===== src/rtl/tmr2_regs.svh =====
`ifndef TMR2_REGS_SVH
`define TMR2_REGS_SVH

// Register byte addresses on the AXI4-Lite slave
`define TMR2_CTRL_ADDR 4'h0
`define TMR2_MODE_ADDR 4'h4
`define TMR2_COUNT_ADDR 4'h8
`define TMR2_RELOAD_ADDR 4'hc

// Control register field positions
`define TMR2_CTRL_WRAP 7
`define TMR2_CTRL_EXTF 6
`define TMR2_CTRL_RCLK 5
`define TMR2_CTRL_TX_RATE_SELECT 4
`define TMR2_CTRL_EXEN 3
`define TMR2_CTRL_RUN 2
`define TMR2_CTRL_CNT 1
// Mode register field positions
`define TMR2_MODE_CKOE 1
`define TMR2_MODE_DOWN_COUNT_ENABLE 0

// Reset values and the all-ones count
`define TMR2_CTRL_RST 8'h00
`define TMR2_MODE_RST 2'h0
`define TMR2_ALL_ONES 16'hffff

// Prescale divisors in system clocks
`define TMR2_TIMER_DIV 4'd12
`define TMR2_BAUD_DIV 4'd2
// Bit clock terminal count, dividing by sixteen, for serial modes 1 and 3
`define TMR2_BIT_DIV 4'd15

// AXI responses
`define TMR2_RESP_OKAY 2'h0
`define TMR2_RESP_SLVERR 2'h2

`endif


===== src/rtl/tmr2_pkg.sv =====
package tmr2_pkg;
  // Control register fields
  typedef struct packed {
    logic wrap_flag;
    logic external_event_flag;
    logic rx_rate_select;
    logic tx_rate_select;
    logic external_trigger_enable;
    logic run_control;
    logic counter_mode_select;
    logic reload_select;
  } tmr2_ctrl_t;

  typedef enum logic [1:0] {
    TMR2_RD_IDLE,
    TMR2_RD_RESP
  } tmr2_rd_state_t;

  typedef struct packed {
    logic [1:0] sync_ev;
    logic [1:0] sync_trig;
    logic ev_prev;
    logic trig_prev;
    tmr2_ctrl_t ctrl;
    logic clkout_enable;
    logic down_count_enable;
    logic [15:0] count;
    logic [15:0] reload;
    logic [3:0] pre_cnt;
    logic clkout_pin;
    logic tx_div_tick;
    logic rx_div_tick;
    logic [3:0] tx_div;
    logic [3:0] rx_div;
    logic irq;
    logic aw_got;
    logic [3:0] aw_addr;
    logic w_got;
    logic [31:0] w_data;
    logic [3:0] w_strb;
    logic bvalid;
    logic [1:0] bresp;
    tmr2_rd_state_t rd_state;
    logic [31:0] rdata;
    logic [1:0] rresp;
    logic awready;
    logic wready;
    logic arready;
    logic rvalid;
  } tmr2_state_t;
endpackage


===== src/rtl/tmr2_top.sv =====
// Notes on behaviour
// - Auto-reload runs as internal timer or external event counter per mode select.
// - Down count enable resets to 0; when set, trigger pin sets direction.
// - Up only, trigger disabled: wrap at ffff sets wrap flag and reloads.
// - Up only, trigger enabled: overflow or trigger falling edge reloads; edge sets event flag.
// - Up only mode: interrupt request when wrap or event flag is one.
// - Up/down with trigger high counts up; overflow sets wrap flag, reloads.
// - Up/down with trigger low counts down; at reload value sets wrap, loads ffff.
// - Up/down mode: event flag toggles each wrap, raises no interrupt.
// - Tx and rx rate selects pick this timer or the other timer independently.
// - Baud mode: sixteen-bit rollover at ffff reloads the count from reload value.
// - Serial bit rate is this timer's overflow rate divided by sixteen.
// - Timer increments at clock/12 normally, clock/2 as baud generator or in clock-out mode.
// - Baud mode when either rate select set; rollover sets no flag, no interrupt.
// - Baud mode: trigger falling edge sets event flag without reload.
// - Clock-out gives 50% square wave at clock/(4*(65536-reload)).
// - Clock-out rollovers request no interrupt.
// - Baud generation and clock-out may run together off one overflow rate.
// - Baud generator counts halved clock or event pin edges.
// - Mode select set counts event pin falling edges; clear uses internal clock.
// - Timer counts only while run control is one.
`timescale 1ns/1ps
`include "tmr2_regs.svh"

module tmr2_top
  import tmr2_pkg::*;
(
  input wire logic I_CLOCK,
  input wire logic I_RST_B,
  input wire logic [3:0] I_AWADDR,
  input wire logic I_AWVALID,
  output logic O_AWREADY,
  input wire logic [31:0] I_WDATA,
  input wire logic [3:0] I_WSTRB,
  input wire logic I_WVALID,
  output logic O_WREADY,
  output logic [1:0] O_BRESP,
  output logic O_BVALID,
  input wire logic I_BREADY,
  input wire logic [3:0] I_ARADDR,
  input wire logic I_ARVALID,
  output logic O_ARREADY,
  output logic [31:0] O_RDATA,
  output logic [1:0] O_RRESP,
  output logic O_RVALID,
  input wire logic I_RREADY,
  input wire logic I_AUX_TRIGGER_PIN,
  input wire logic I_EVENT_INPUT_PIN,
  input wire logic I_OTHER_TX_TICK,
  input wire logic I_OTHER_RX_TICK,
  output logic O_CLKOUT_PIN,
  output logic O_TX_BIT_TICK,
  output logic O_RX_BIT_TICK,
  output logic O_TIMER_IRQ
);

  logic [1:0] rst_sync_q;
  logic rst_n;
  tmr2_state_t s_q;
  tmr2_state_t s_d;

  // Reset release through two flops; assertion stays asynchronous
  always_ff @(posedge I_CLOCK or negedge I_RST_B) begin
    if (!I_RST_B) begin
      rst_sync_q <= 2'h0;
    end else begin
      rst_sync_q <= {rst_sync_q[0], 1'b1};
    end
  end
  assign rst_n = rst_sync_q[1];

  // Byte-lane merge of a write into an existing word
  function automatic logic [31:0] merge_w(input logic [31:0] old, input logic [31:0] nw, input logic [3:0] strb);
    logic [31:0] r;
    r = old;
    for (int i = 0; i < 4; i++) begin
      if (strb[i]) begin
        r[i*8 +: 8] = nw[i*8 +: 8];
      end
    end
    return r;
  endfunction

  // Divide a tick stream by sixteen, one output pulse per wrap
  function automatic logic [4:0] div16(input logic [3:0] cnt, input logic tick);
    logic [4:0] r;
    r = {1'b0, cnt};
    if (tick) begin
      r = (cnt == `TMR2_BIT_DIV) ? 5'h10 : {1'b0, cnt + 4'd1};
    end
    return r;
  endfunction

  logic baud_mode;
  logic ev_fall;
  logic trig_fall;
  logic step;
  logic at_top;
  logic at_bottom;
  logic going_up;
  logic wrap;
  logic [3:0] pre_lim;
  logic [4:0] tx_n;
  logic [4:0] rx_n;
  logic [31:0] wd;
  logic wr_fire;
  logic [7:0] ctrl_wr;

  always_comb begin
    s_d = s_q;
    // Synchronisers: first stage feeds only the second
    s_d.sync_ev = {s_q.sync_ev[0], I_EVENT_INPUT_PIN};
    s_d.sync_trig = {s_q.sync_trig[0], I_AUX_TRIGGER_PIN};
    s_d.ev_prev = s_q.sync_ev[1];
    s_d.trig_prev = s_q.sync_trig[1];
    ev_fall = s_q.ev_prev & ~s_q.sync_ev[1];
    trig_fall = s_q.trig_prev & ~s_q.sync_trig[1];

    baud_mode = s_q.ctrl.tx_rate_select | s_q.ctrl.rx_rate_select;
    // Prescaler: clock/2 as baud generator or clock-out, else clock/12
    pre_lim = (baud_mode | s_q.clkout_enable) ? `TMR2_BAUD_DIV : `TMR2_TIMER_DIV;
    step = 1'b0;
    if (s_q.ctrl.run_control) begin
      if (s_q.ctrl.counter_mode_select) begin
        step = ev_fall;
        s_d.pre_cnt = 4'h0;
      end else if (s_q.pre_cnt >= pre_lim - 4'd1) begin
        step = 1'b1;
        s_d.pre_cnt = 4'h0;
      end else begin
        s_d.pre_cnt = s_q.pre_cnt + 4'd1;
      end
    end else begin
      s_d.pre_cnt = 4'h0;
    end

    // Direction only matters in plain up/down auto-reload
    going_up = !(s_q.down_count_enable && !baud_mode && !s_q.clkout_enable) || s_q.sync_trig[1];
    at_top = (s_q.count == `TMR2_ALL_ONES);
    at_bottom = (s_q.count == s_q.reload);
    wrap = step & (going_up ? at_top : at_bottom);

    // Counter, reload happens in place of the wrapping increment
    if (step) begin
      if (wrap) begin
        s_d.count = going_up ? s_q.reload : `TMR2_ALL_ONES;
      end else begin
        s_d.count = going_up ? s_q.count + 16'd1 : s_q.count - 16'd1;
      end
    end
    // Trigger edge reloads only in up-only auto-reload
    if (trig_fall && s_q.ctrl.external_trigger_enable && s_q.ctrl.run_control && !baud_mode && !s_q.down_count_enable && !s_q.clkout_enable) begin
      s_d.count = s_q.reload;
    end

    // Flags; hardware sets win over software clears, applied below
    s_d.tx_div_tick = 1'b0;
    s_d.rx_div_tick = 1'b0;

    // Bus write channel
    s_d.bvalid = s_q.bvalid & ~I_BREADY;
    if (I_AWVALID && !s_q.aw_got && !s_q.bvalid) begin
      s_d.aw_got = 1'b1;
      s_d.aw_addr = I_AWADDR;
    end
    if (I_WVALID && !s_q.w_got && !s_q.bvalid) begin
      s_d.w_got = 1'b1;
      s_d.w_data = I_WDATA;
      s_d.w_strb = I_WSTRB;
    end
    wr_fire = s_q.aw_got & s_q.w_got & ~s_q.bvalid;
    wd = 32'h0;
    ctrl_wr = 8'h0;
    if (wr_fire) begin
      s_d.aw_got = 1'b0;
      s_d.w_got = 1'b0;
      s_d.bvalid = 1'b1;
      s_d.bresp = `TMR2_RESP_OKAY;
      case (s_q.aw_addr)
        `TMR2_CTRL_ADDR: begin
          wd = merge_w({24'h0, s_q.ctrl}, s_q.w_data, s_q.w_strb);
          ctrl_wr = wd[7:0];
          s_d.ctrl = ctrl_wr;
        end
        `TMR2_MODE_ADDR: begin
          wd = merge_w({30'h0, s_q.clkout_enable, s_q.down_count_enable}, s_q.w_data, s_q.w_strb);
          s_d.clkout_enable = wd[`TMR2_MODE_CKOE];
          s_d.down_count_enable = wd[`TMR2_MODE_DOWN_COUNT_ENABLE];
        end
        `TMR2_COUNT_ADDR: begin
          wd = merge_w({16'h0, s_q.count}, s_q.w_data, s_q.w_strb);
          s_d.count = wd[15:0];
        end
        `TMR2_RELOAD_ADDR: begin
          wd = merge_w({16'h0, s_q.reload}, s_q.w_data, s_q.w_strb);
          s_d.reload = wd[15:0];
        end
        default: begin
          s_d.bresp = `TMR2_RESP_SLVERR;
        end
      endcase
    end

    // Wrap flag: never in baud or clock-out mode
    if (wrap && !baud_mode && !s_q.clkout_enable) begin
      s_d.ctrl.wrap_flag = 1'b1;
    end
    // Event flag: toggles as 17th bit in up/down, else set by trigger edge
    if (s_q.down_count_enable && !baud_mode && !s_q.clkout_enable) begin
      if (wrap) begin
        s_d.ctrl.external_event_flag = ~s_q.ctrl.external_event_flag;
      end
    end else if (trig_fall && s_q.ctrl.external_trigger_enable) begin
      s_d.ctrl.external_event_flag = 1'b1;
    end

    // Clock-out toggles on every wrap, giving 50% duty
    if (!s_q.clkout_enable) begin
      s_d.clkout_pin = 1'b0;
    end else if (wrap) begin
      s_d.clkout_pin = ~s_q.clkout_pin;
    end

    // Bit clocks: timer wraps or the other timer's ticks, either one divided by sixteen
    tx_n = div16(s_q.tx_div, s_q.ctrl.tx_rate_select ? (wrap & baud_mode) : I_OTHER_TX_TICK);
    rx_n = div16(s_q.rx_div, s_q.ctrl.rx_rate_select ? (wrap & baud_mode) : I_OTHER_RX_TICK);
    s_d.tx_div = tx_n[3:0];
    s_d.tx_div_tick = tx_n[4];
    s_d.rx_div = rx_n[3:0];
    s_d.rx_div_tick = rx_n[4];

    // Interrupt: event flag counts only while down count enable is clear, also in baud and clock-out mode
    s_d.irq = s_d.ctrl.wrap_flag | (s_d.ctrl.external_event_flag & ~s_d.down_count_enable);

    // Bus read channel, one word in flight
    case (s_q.rd_state)
      TMR2_RD_IDLE: begin
        if (I_ARVALID) begin
          s_d.rd_state = TMR2_RD_RESP;
          s_d.rresp = `TMR2_RESP_OKAY;
          case (I_ARADDR)
            `TMR2_CTRL_ADDR: s_d.rdata = {24'h0, s_q.ctrl};
            `TMR2_MODE_ADDR: s_d.rdata = {30'h0, s_q.clkout_enable, s_q.down_count_enable};
            `TMR2_COUNT_ADDR: s_d.rdata = {16'h0, s_q.count};
            `TMR2_RELOAD_ADDR: s_d.rdata = {16'h0, s_q.reload};
            default: begin
              s_d.rdata = 32'h0;
              s_d.rresp = `TMR2_RESP_SLVERR;
            end
          endcase
        end
      end
      TMR2_RD_RESP: begin
        if (I_RREADY) begin
          s_d.rd_state = TMR2_RD_IDLE;
        end
      end
      default: begin
        s_d.rd_state = TMR2_RD_IDLE;
      end
    endcase

    // Handshake pins are registered copies of the next state, so no decode gate sits on a pin
    s_d.awready = ~s_d.aw_got & ~s_d.bvalid;
    s_d.wready = ~s_d.w_got & ~s_d.bvalid;
    s_d.arready = (s_d.rd_state == TMR2_RD_IDLE);
    s_d.rvalid = (s_d.rd_state == TMR2_RD_RESP);
  end

  // Single state register; reset holds constants only
  always_ff @(posedge I_CLOCK or negedge rst_n) begin
    if (!rst_n) begin
      s_q <= '0;
      s_q.ctrl <= `TMR2_CTRL_RST;
      s_q.rd_state <= TMR2_RD_IDLE;
      // Slave is ready for address and data straight out of reset
      s_q.awready <= 1'b1;
      s_q.wready <= 1'b1;
      s_q.arready <= 1'b1;
    end else begin
      s_q <= s_d;
    end
  end

  assign O_AWREADY = s_q.awready;
  assign O_WREADY = s_q.wready;
  assign O_BVALID = s_q.bvalid;
  assign O_BRESP = s_q.bresp;
  assign O_ARREADY = s_q.arready;
  assign O_RVALID = s_q.rvalid;
  assign O_RDATA = s_q.rdata;
  assign O_RRESP = s_q.rresp;
  assign O_CLKOUT_PIN = s_q.clkout_pin;
  assign O_TX_BIT_TICK = s_q.tx_div_tick;
  assign O_RX_BIT_TICK = s_q.rx_div_tick;
  assign O_TIMER_IRQ = s_q.irq;

endmodule


===== config.mk =====
export PLATFORM = sky130hd
export DESIGN_NAME = tmr2_top
export DESIGN_NICKNAME = d
export VERILOG_FILES = /design/src/rtl/tmr2_pkg.sv /design/src/rtl/tmr2_top.sv
export VERILOG_INCLUDE_DIRS = /design/src /design/src/rtl
export SDC_FILE = /design/constraint.sdc
export NUM_CORES = 1
export LEC_CHECK = 0
export ABC_AREA = 1
export BUFFER_PORTS_ARGS = -buffer_cell sky130_fd_sc_hd__buf_2
export CAP_MARGIN = 20
export CORE_MARGIN = 3
export CORE_UTILIZATION = 50
export CTS_BUF_LIST = sky130_fd_sc_hd__clkbuf_4
export DETAILED_ROUTE_END_ITERATION = 10
export PLACE_DENSITY = 0.71
export SYNTH_ARGS = -nofsm -noshare
export SYNTH_HDL_FRONTEND = slang
export SYNTH_SLANG_ARGS = --single-unit

===== constraint.sdc =====
create_clock -name I_CLOCK -period 4.5 [get_ports I_CLOCK]
set_input_delay 0.225 -clock I_CLOCK [delete_from_list [all_inputs] [get_ports I_CLOCK]]
set_output_delay 0.225 -clock I_CLOCK [all_outputs]
set_load 0.05 [all_outputs]

# Yosys cells after proc, flatten, opt, wreduce, memory -nomap -nowiden
# Index checks and enable logic that the tools add are counted.
# word_totals
out_inout_bits,45
latchBits,0
wordCells,164
input_bits,55
regBits,151
ramBits,0
mem_bits_ro,0
memories,0
# classes
n_div,0
mul,0
n_lt_le_gt_ge,1
n_eq_ne,15
n_reduce_logical,32
muxes,47
addsub,6
n_shift,0
bitwise,23
# ops
operator,count
$mux 16,7
$pmux 16 s4,1
$mux 8,6
$mux 42,1
$mux 37,1
$mux 36,1
$mux 5,5
$eq 4x4->1 const B,6
$add 16x1->16 const B,1
$eq 16x16->1,1
$eq 16x16->1 const B,1
$mux 4,4
$sub 16x1->16 const B,1
$mux 1,14
$logic_and 1x1->1,13
$add 4x1->4 const B,3
$reduce_and 3->1,4
$and 1x1->1,10
$mux 2,5
$not 1->1,10
$eq 4x3->1 const B,2
$logic_not 4->1,2
$reduce_or 4->1,2
$logic_not 1->1,7
other kinds (11),16

# Longest topological paths before layout
# Gate-level depths: netlist of run 1.
# depth
depth_word,18
ltp_mapped,21
mapped_depth_nobuf,20

# Worst setup path before layout of run 1
# Ideal clock, no wire load.
# synth_path
path_kind,register to register
start,register s_q[140] (netlist name)
end,register s_q[126] (netlist name)
setup_time_ps,117
arrival_ps,2438
path_stages_with_launch,21
path_buffers,2
slack_ps,1946
synth_period_minus_slack_ps,2554
required_ps,4383
path_cell_list,dfrtp_1 nor2_4 nand2_1 ha_1 nand2_1 nand2_1 nand2_1 nand3_1 nand3_1 nor3_2 nand3_1 nor2_1 nand2_1 buf_6 buf_6 nand3_1 nand2_1 nand2_1 nand2_1 nand2_1 nand2_1
# synth_via
elab_chain_len,14
word_cells_on_any_way,25
cone_classes,add/sub: 1; order compare: 1; mux: 12; bitwise: 3; reduce/logical: 8
# synth_lines
element,line,rtl
start: declaration,tmr2_top.sv:59,tmr2_state_t s_q;
$or 1x1->1 *,tmr2_top.sv:119,baud_mode = s_q.ctrl.tx_rate_select | s_q.ctrl.rx_rate_select;
$or 1x1->1,tmr2_top.sv:121,pre_lim = (baud_mode | s_q.clkout_enable) ? `TMR2_BAUD_DIV : `TMR2_TIMER_DIV;
$mux 4 (no source line),n/a,
$sub 4x1->4,tmr2_top.sv:127,end else if (s_q.pre_cnt >= pre_lim - 4'd1) begin
$ge 4x4->1,tmr2_top.sv:127,
$mux 1,tmr2_top.sv:127,
$mux 1,tmr2_top.sv:124,if (s_q.ctrl.counter_mode_select) begin
$mux 1,tmr2_top.sv:123,if (s_q.ctrl.run_control) begin
$and 1x1->1,tmr2_top.sv:141,wrap = step & (going_up ? at_top : at_bottom);
$mux 16,tmr2_top.sv:145,if (wrap) begin
$mux 16,tmr2_top.sv:144,if (step) begin
$mux 16 *,tmr2_top.sv:152,if (trig_fall && s_q.ctrl.external_trigger_enable && s_q.ctrl.run_control && !baud_mode && !s_q.down_count_ena ...
$mux 16,tmr2_top.sv:179,case (s_q.aw_addr)
$mux 42 *,tmr2_top.sv:174,if (wr_fire) begin
# Every way passes the cells marked *; elsewhere a longest branch is shown, timed or not.
# A chain may end at the register's enable or synchronous reset.

# Worst setup path in the final report of run 1
# layout_path
start,register s_q[140] (netlist name)
end,register s_q[121] (netlist name)
# The elaborated chain is that of the path after synthesis.

==> summary.md, run 1 <==
| Metric | Value |
|---|---|
| Final core occ | 0.589 |
| Largest net degree at the start of global routing | just over 80 |
| Req. time, crit path | 4.92 ns |
| Post-DR vias/cell | around 5.2 |
| Sequential-to-total area share from yosys stat | 0.405 |
| Post-layout min period | roughly 3.4 ns |
| Setup TNS | 0 ns |
| Later-pin clock latency in the skew report | between 0.5 and 0.6 ns |
| Crit-path max cell delay | about 0.48 ns |
| First-pass GRT wire length | 31900 um |
| Leakage | 0.00422 uW |
| Main synth FF type | dfrtp_1 |
| Starting Density | 0.525 |
| RR Startpoint | s_q[140] |
| Buffers on Ports | 63 |
| Layout cells sized above 1 | 0.113 |
| Endpoints failing hold | 0 |
| Reg2Reg Depth | 16 |
| Setup Skew | 0.0206 ns |
| Asr flop ratio synth | 1.00 |
| Floorplan row count | between 40 and 50 |
| Worst hold path type | input pin to flip-flop |
| Post-synth EDFFs | 0 |
| R2r setup slk | between 1 and 1.5 ns |
| Unrepaired setup endpoints after global routing | false |
| Reg2reg end | s_q[121] |
| CTS Sinks | 115 |
| Final setup viols | 0 |
| Remaining antenna violation count | 0 |
| Top post-synthesis cells by area | dfrtp_1 39%, nand2_1 17%, inv_1 7.4% |
| H-tree levels | 4 |
| Post-Synthesis Cell Area | around 7100 um^2 |
| Total Routing Usage GR | 0.250 |
| Max cap viols | 0 |
| Via Count | between 6000 and 7000 |
| Die Height | approximately 130 um |
| CP most frequent cell | nand3_1 |
| Routed length per instance | 15.0 um |
| Die Span X | 125 um |
| Top-area cell type share of the netlist area | 0.394 |
| Pins over their slew limit | 0 |
| Placed insts | ~1200 |
| Initial antenna violation count | 0 |
| Worst slew pin tran | 0.918 ns |
| Final #Nets | ~1200 |
| Delay-heaviest family, CP | simple AND/OR/NAND/NOR gates |
| Commonest non-fill, non-tap cell in the layout | nand2_1 |
| Drt pass-1 iters | 6 |
| CP max-delay cell | dfrtp_1 |
| Vias in the first global route | 6399 |
| CP max FO | 18 |
| Worst setup path class | flip-flop to flip-flop |
| Worst setup EP type | flip-flop |
| Crit path arrival time | ~3.8 ns |
| Core Region | 13600 um^2 |
| Clock Pin Slew Worst Setup and Hold Paths | 0.11 ns |
| Final hold slack | roughly 0.11 ns |
| Final HPWL DP | between 10000 and 15000 um |
| Overflow after GRT | 0 |
| Worst-path cell chain | nor2_4, nand3_1, nor2_4, nand2_1, nor2_1, a21oi_1, nand3_1, nor2_1, buf_4, nand2_1, buf_4, nand3_1, nand3_1, nand2_1, nand3_1, nand2_1 |
| CTS tree | built |
| Critical path startpoint category | flip-flop |
| Final Cell Area | 7990 um^2 |
| Fmax | 295 MHz |
| Final std cells w/o fill | between 1000 and 1500 |
| WHS Path Cells | 3 |
| Yosys cell types | between 40 and 50 |
| I/O Pins | 100 |
| N_diodes | 0 |
| HP Start | I_ARADDR[0] |
| Post-synthesis register bit count | 115 |
| Pwr dens | ~560 nW/um^2 |
| Fin crit share | 0.754 |
| Num CTS Buffers | 17 |
| P&R area growth vs syn | 12.3% |
| GPL Wtd Cong | 0.984 |
| Worst Path Buf+Inv | 2 |
| Hold EP | O_RRESP[1] |
| Die Area | ~16000 um^2 |
| Clk buf depth | 2 |
| Syn_area_per_cell | 6.98 um^2 |
| Clock Root Buffer | clkbuf_4 |
| Routed wire length | 19300 um |
| Max_slew headroom | 0.383 |
| Area after DPL | about 7400 um^2 |
| Run status | completed |
| DR iter-0 viols | approximately 530 |
| Synthesized instance count | around 1000 |
| Area leader, netlist | dfrtp_1 |
| # DRC | 0 |
| Most frequent cells in the layout | 328 x nand2_1, 141 x inv_1, 111 x dfrtp_1 |
| VDD IR max | around 0.49 mV |
| Synth warn | 0 |
tightest hold or removal path, cell delays in order:
cell and delay (ns):
buf_2 0.07, nor2_1 0.10, o21ai_0 0.20
what timing repair did:
item	in CTS	in global routing
gates resized for setup	0	0
setup buffers	0	0
endpoints found under the hold margin	31	0
setup endpoints to repair	0	0
hold buffers	30	0
where the power goes:
| part | switching (uW) | total [uW] | internal [uW] |
|---|---|---|---|
| logic | 1370 | 1960 | 595 |
| clock network | 431 | 821 | 389 |
| registers | 278 | 1650 | 1370 |
metrics by stage:
stage                     setup WS, ns  total power, uW
after floorplan                   1.06             3100
after detailed placement          1.22             3570
after global routing             0.838             4820
after global placement            1.22             3540
final                             1.11             4440
after CTS                         1.20             4420
registers in the layout (all words and copies together) (netlist names):
name and count:
O_BVALID 1, O_TX_BIT_TICK 1, rst_sync_q 2, O_RX_BIT_TICK 1
O_RVALID 1, O_WREADY 1, s_d 4, O_CLKOUT_PIN 1
O_BRESP 1, O_ARREADY 1, O_RRESP 1, s_q 82
O_TIMER_IRQ 1, O_RDATA 16, O_AWREADY 1
cells in the mapped netlist, types with 2 or more instances:
library cell and number:
a41oi_1 10, clkbuf_1 16, dfstp_2 3, mux2_2 2, clkinv_1 5, conb_1 2
ha_1 6, inv_2 3, nor3_1 9, xnor2_1 4, nor3_2 2, o2111ai_1 2
nand3_1 74, o22ai_1 17, o21ai_1 6, nand3_2 2, nand4_1 8, nor2_4 2
o21ai_2 4, nor2_1 69, inv_1 141, nand2_1 328, buf_2 5, a21oi_1 32
buf_6 6, o21bai_1 6, buf_4 37, dfrtp_1 112, o21ai_0 89, xor2_1 7
layout make-up:
| cell class | count | area [um^2] |
|---|---|---|
| Clock buffer | 17 | 128 |
| Multi-Input combinational cell | 709 | 3310 |
| Fill cell | 1265 | 5570 |
| Clock inverter | 15 | 179 |
| Timing Repair Buffer | 103 | 711 |
| Tap cell | 176 | 220 |
| Sequential cell | 115 | 2890 |
| Inverter | 149 | 559 |
worst max path at each step:
stage	slack [ns]	cells past startpoint	start	to
floorplan	1.06	0	rst_sync_q[1]	O_BRESP[1]
global placement	1.22	17	s_q[140]	s_q[121]
detailed placement	1.22	16	s_q[140]	s_q[121]
CTS	1.20	16	s_q[140]	s_q[121]
global route	0.84	18	s_d[143]	s_q[117]
finish	1.11	16	s_q[140]	s_q[121]
cell families after synthesis:
logic type,after synthesis,share of synthesized area
mux,3,0.00457
xor+xnor,11,0.0135
other cells,2,0.00106
compound gates,169,0.134
fa+ha+maj,6,0.0105
simple gates,500,0.292
flops,115,0.405
buf+inv,214,0.140
routing by layer:
metal | wire length [um] | up-vias | part of all wire | track usage
met1 | 8810 | 3071 | 0.46 | 0.354
met2 | 8700 | 261 | 0.45 | 0.400
met4 | 334 | 0 | 0.017 | 0.0651
met3 | 1470 | 35 | 0.076 | 0.0469
li1 | - | 3349 | - | -
met5 | 0 | - | 0 | 0
Power figures use the tool's default switching activity.
==> run 2, diff against run 1 <==
==> constraint.sdc (replaced) <==
create_clock -name I_CLOCK -period 3.5 [get_ports I_CLOCK]
set_input_delay 0.175 -clock I_CLOCK [delete_from_list [all_inputs] [get_ports I_CLOCK]]
set_output_delay 0.175 -clock I_CLOCK [all_outputs]
set_load 0.05 [all_outputs]
==> run 2 against run 1 <==
Power is 27% higher. Final cell count is 0.23% higher. Setup slack worse by 0.57 ns. Fmax is 14% higher. Global-route usage hardly changed. Sequential share of layout area is 0.051 points lower. Flip-flop and latch count stayed put.
==> summary.md, run 2 (synthesis gave the netlist of run 1 again) <==
| Metric | Value |
|---|---|
| Die Span X | 125 um (unchanged) |
| Die Height | 125 um (unchanged) |
| Via Count | 6759 (+0.64%) |
| Worst setup path class | flip-flop to flip-flop |
| Biggest register | s_q |
| Final #Nets | 1159 (+0.26%) |
| Worst setup margin | 0.534 ns (-0.573 ns) |
| Commonest non-fill, non-tap cell in the layout | nand2_1 |
| RR Startpoint | s_q[140] |
| Critical path startpoint category | flip-flop |
| CP max FO | 20 (+2) |
| First-pass GRT wire length | 31900 um (about the same) |
| Worst hold path type | input pin to flip-flop |
| Max_slew headroom | 0.422 (+0.0393) |
| Routed length per instance | 14.9 um (-1.1%) |
| Routed wire length | 19100 um (-0.83%) |
| Num CTS Buffers | 17 (unchanged) |
| Largest net degree at the start of global routing | 65 (-21%) |
| CP endpoint | O_TIMER_IRQ |
| Post-DR vias/cell | 5.25 (+0.41%) |
| Setup TNS | 0 ns (unchanged) |
| Floorplan row count | 42 (unchanged) |
| Leakage | 0.00421 uW (about the same) |
| Overflow after GRT | 0 (unchanged) |
| Worst slew pin tran | 0.860 ns (-0.0584 ns) |
| Setup Skew | 0.0172 ns (-0.00332 ns) |
| Drt pass-1 iters | 7 (+1) |
| Post-layout min period | 2.97 ns (-0.427 ns) |
| Max cap viols | 0 (unchanged) |
| Fmax | 337 MHz (+14%) |
| R2r setup slk | 0.53 ns (-0.57 ns) |
| # DRC | 0 (unchanged) |
| Final HPWL DP | 14100 um (+0.49%) |
| Total Routing Usage GR | 0.250 (about the same) |
| Reg2reg end | O_TIMER_IRQ |
| Initial antenna violation count | 1 (+1) |
| CTS tree | built |
| H-tree levels | 4 (unchanged) |
| Most frequent cells in the layout | 328 x nand2_1, 141 x inv_1, 111 x dfrtp_1 |
| Worst Setup SP | s_q[140] |
| Pre-CTS setup slack | 0.571 ns (-0.654 ns) |
| Multi-input gate area | 3310 um^2 (unchanged) |
| Reg2Reg Depth | 18 (+2) |
| Remaining antenna violation count | 0 (unchanged) |
| Fillers | 1306 (+3.2%) |
| Clock Root Buffer | clkbuf_4 |
| DR iter-0 viols | 722 (+37%) |
| Starting Density | 0.525 (unchanged) |
| Final setup viols | 0 (unchanged) |
| Pins over their slew limit | 0 (unchanged) |
| VDD IR max | 0.492 mV (+1.1%) |
| GPL Wtd Cong | 0.975 (-1.0%) |
| Clk buf depth | 2 (unchanged) |
| Setup Fix Bufs, Post-CTS | 0 (unchanged) |
| Clock Pin Slew Worst Setup and Hold Paths | 0.12 ns (about the same) |
| Core Region | 13600 um^2 (unchanged) |
| Reg area | 2890 um^2 (unchanged) |
| Layout cells sized above 1 | 0.114 (+0.00160) |
| Endpoints failing hold | 0 (unchanged) |
| CTS Sinks | 115 (unchanged) |
| Die Area | 15700 um^2 (unchanged) |
| Later-pin clock latency in the skew report | 0.53 ns (about the same) |
| Max reg flops | 82 (unchanged) |
| Buffers on Ports | 63 (unchanged) |
| Pwr dens | 705 nW/um^2 (+27%) |
| P&R area growth vs syn | 12.4% |
| Total power | 5640 uW (+27%) |
| Req. time, crit path | 3.95 ns (-0.97 ns) |
| CTS-repair resized insts | 0 (unchanged) |
| Worst setup EP type | flip-flop |
| Fin crit share | 0.847 (+0.0934) |
| I/O Pins | 100 (unchanged) |
| Crit path arrival time | 3.41 ns (-0.41 ns) |
| Unrepaired setup endpoints after global routing | false |
| Run status | completed |
| Vias in the first global route | 6315 (-1.3%) |
run 2: per-stage QoR:
step | hold WS, ns | std cells | area, um^2 | utilization
finish | 0.0722 | 1287 | 8000 | 0.590
detailed placement | -0.0360 | 1223 | 7400 | 0.545
floorplan | -0.121 | 1038 | 7180 | -
CTS | 0.0439 | 1286 | 8000 | 0.590
global placement | -0.0387 | 1223 | 7400 | 0.545
global route | 0.0447 | 1287 | 8000 | 0.590
run 2: cell type report:
| type | count | area share |
|---|---|---|
| multi-input cells | 709 | 0.413 |
| flip-flops and latches | 115 | 0.361 |
| repair buffers | 106 | 0.0929 |
| inverters | 149 | 0.0699 |
| well taps | 176 | 0.0275 |
| clock inverters | 14 | 0.0194 |
| clock buffers | 17 | 0.0159 |
| diodes | 1 | 0.000313 |
run 2: power breakdown:
group	internal [uW]	switching [uW]	total (uW)
Sequential	1770	366	2130
Combinational	772	1760	2530
Clock	428	553	981
Total	2970	2680	5640
run 2: layer usage:
| metal | track usage | wire length, um | share of wire | vias up |
|---|---|---|---|---|
| met4 | 0.0778 | 388 | 0.020 | 0 |
| met2 | 0.386 | 8580 | 0.45 | 271 |
| li1 | - | - | - | 3370 |
| met1 | 0.358 | 8720 | 0.46 | 3090 |
| met5 | 0 | 0 | 0 | - |
| met3 | 0.0503 | 1450 | 0.076 | 28 |
run 2: how the worst min path moves through the flow:
stage,start,end,slack [ns],depth (start not counted)
2_1_floorplan,I_RST_B,rst_sync_q[0],-0.12,0
3_3_place_gp,I_RST_B,rst_sync_q[0],-0.04,1
3_5_place_dp,I_RST_B,rst_sync_q[1],-0.04,1
4_1_cts,I_AWVALID,s_q[82],0.04,3
5_1_grt,I_AWVALID,s_q[83],0.04,3
6_report,I_AWVALID,s_q[82],0.07,3
run 2: worst max-delay path: stages, from the launching register on:
cell and delay (ns):
dfrtp_1 0.48, nor2_4 0.19, nand2_1 0.21, ha_1 0.34
nand2_1 0.04, nand2_1 0.06, nand2_1 0.05, nand3_1 0.08
nand3_1 0.17, nor3_2 0.14, nand3_1 0.08, nor2_1 0.13
nand2_1 0.07, buf_4 0.23, inv_2 0.17, nand2_1 0.09
o21ai_1 0.16, inv_1 0.06, o21bai_1 0.12
run 2: repair_timing:
item	CTS	global route
endpoints found under the hold margin	38	0
hold buffers	32	0
endpoints found under the setup margin	0	0
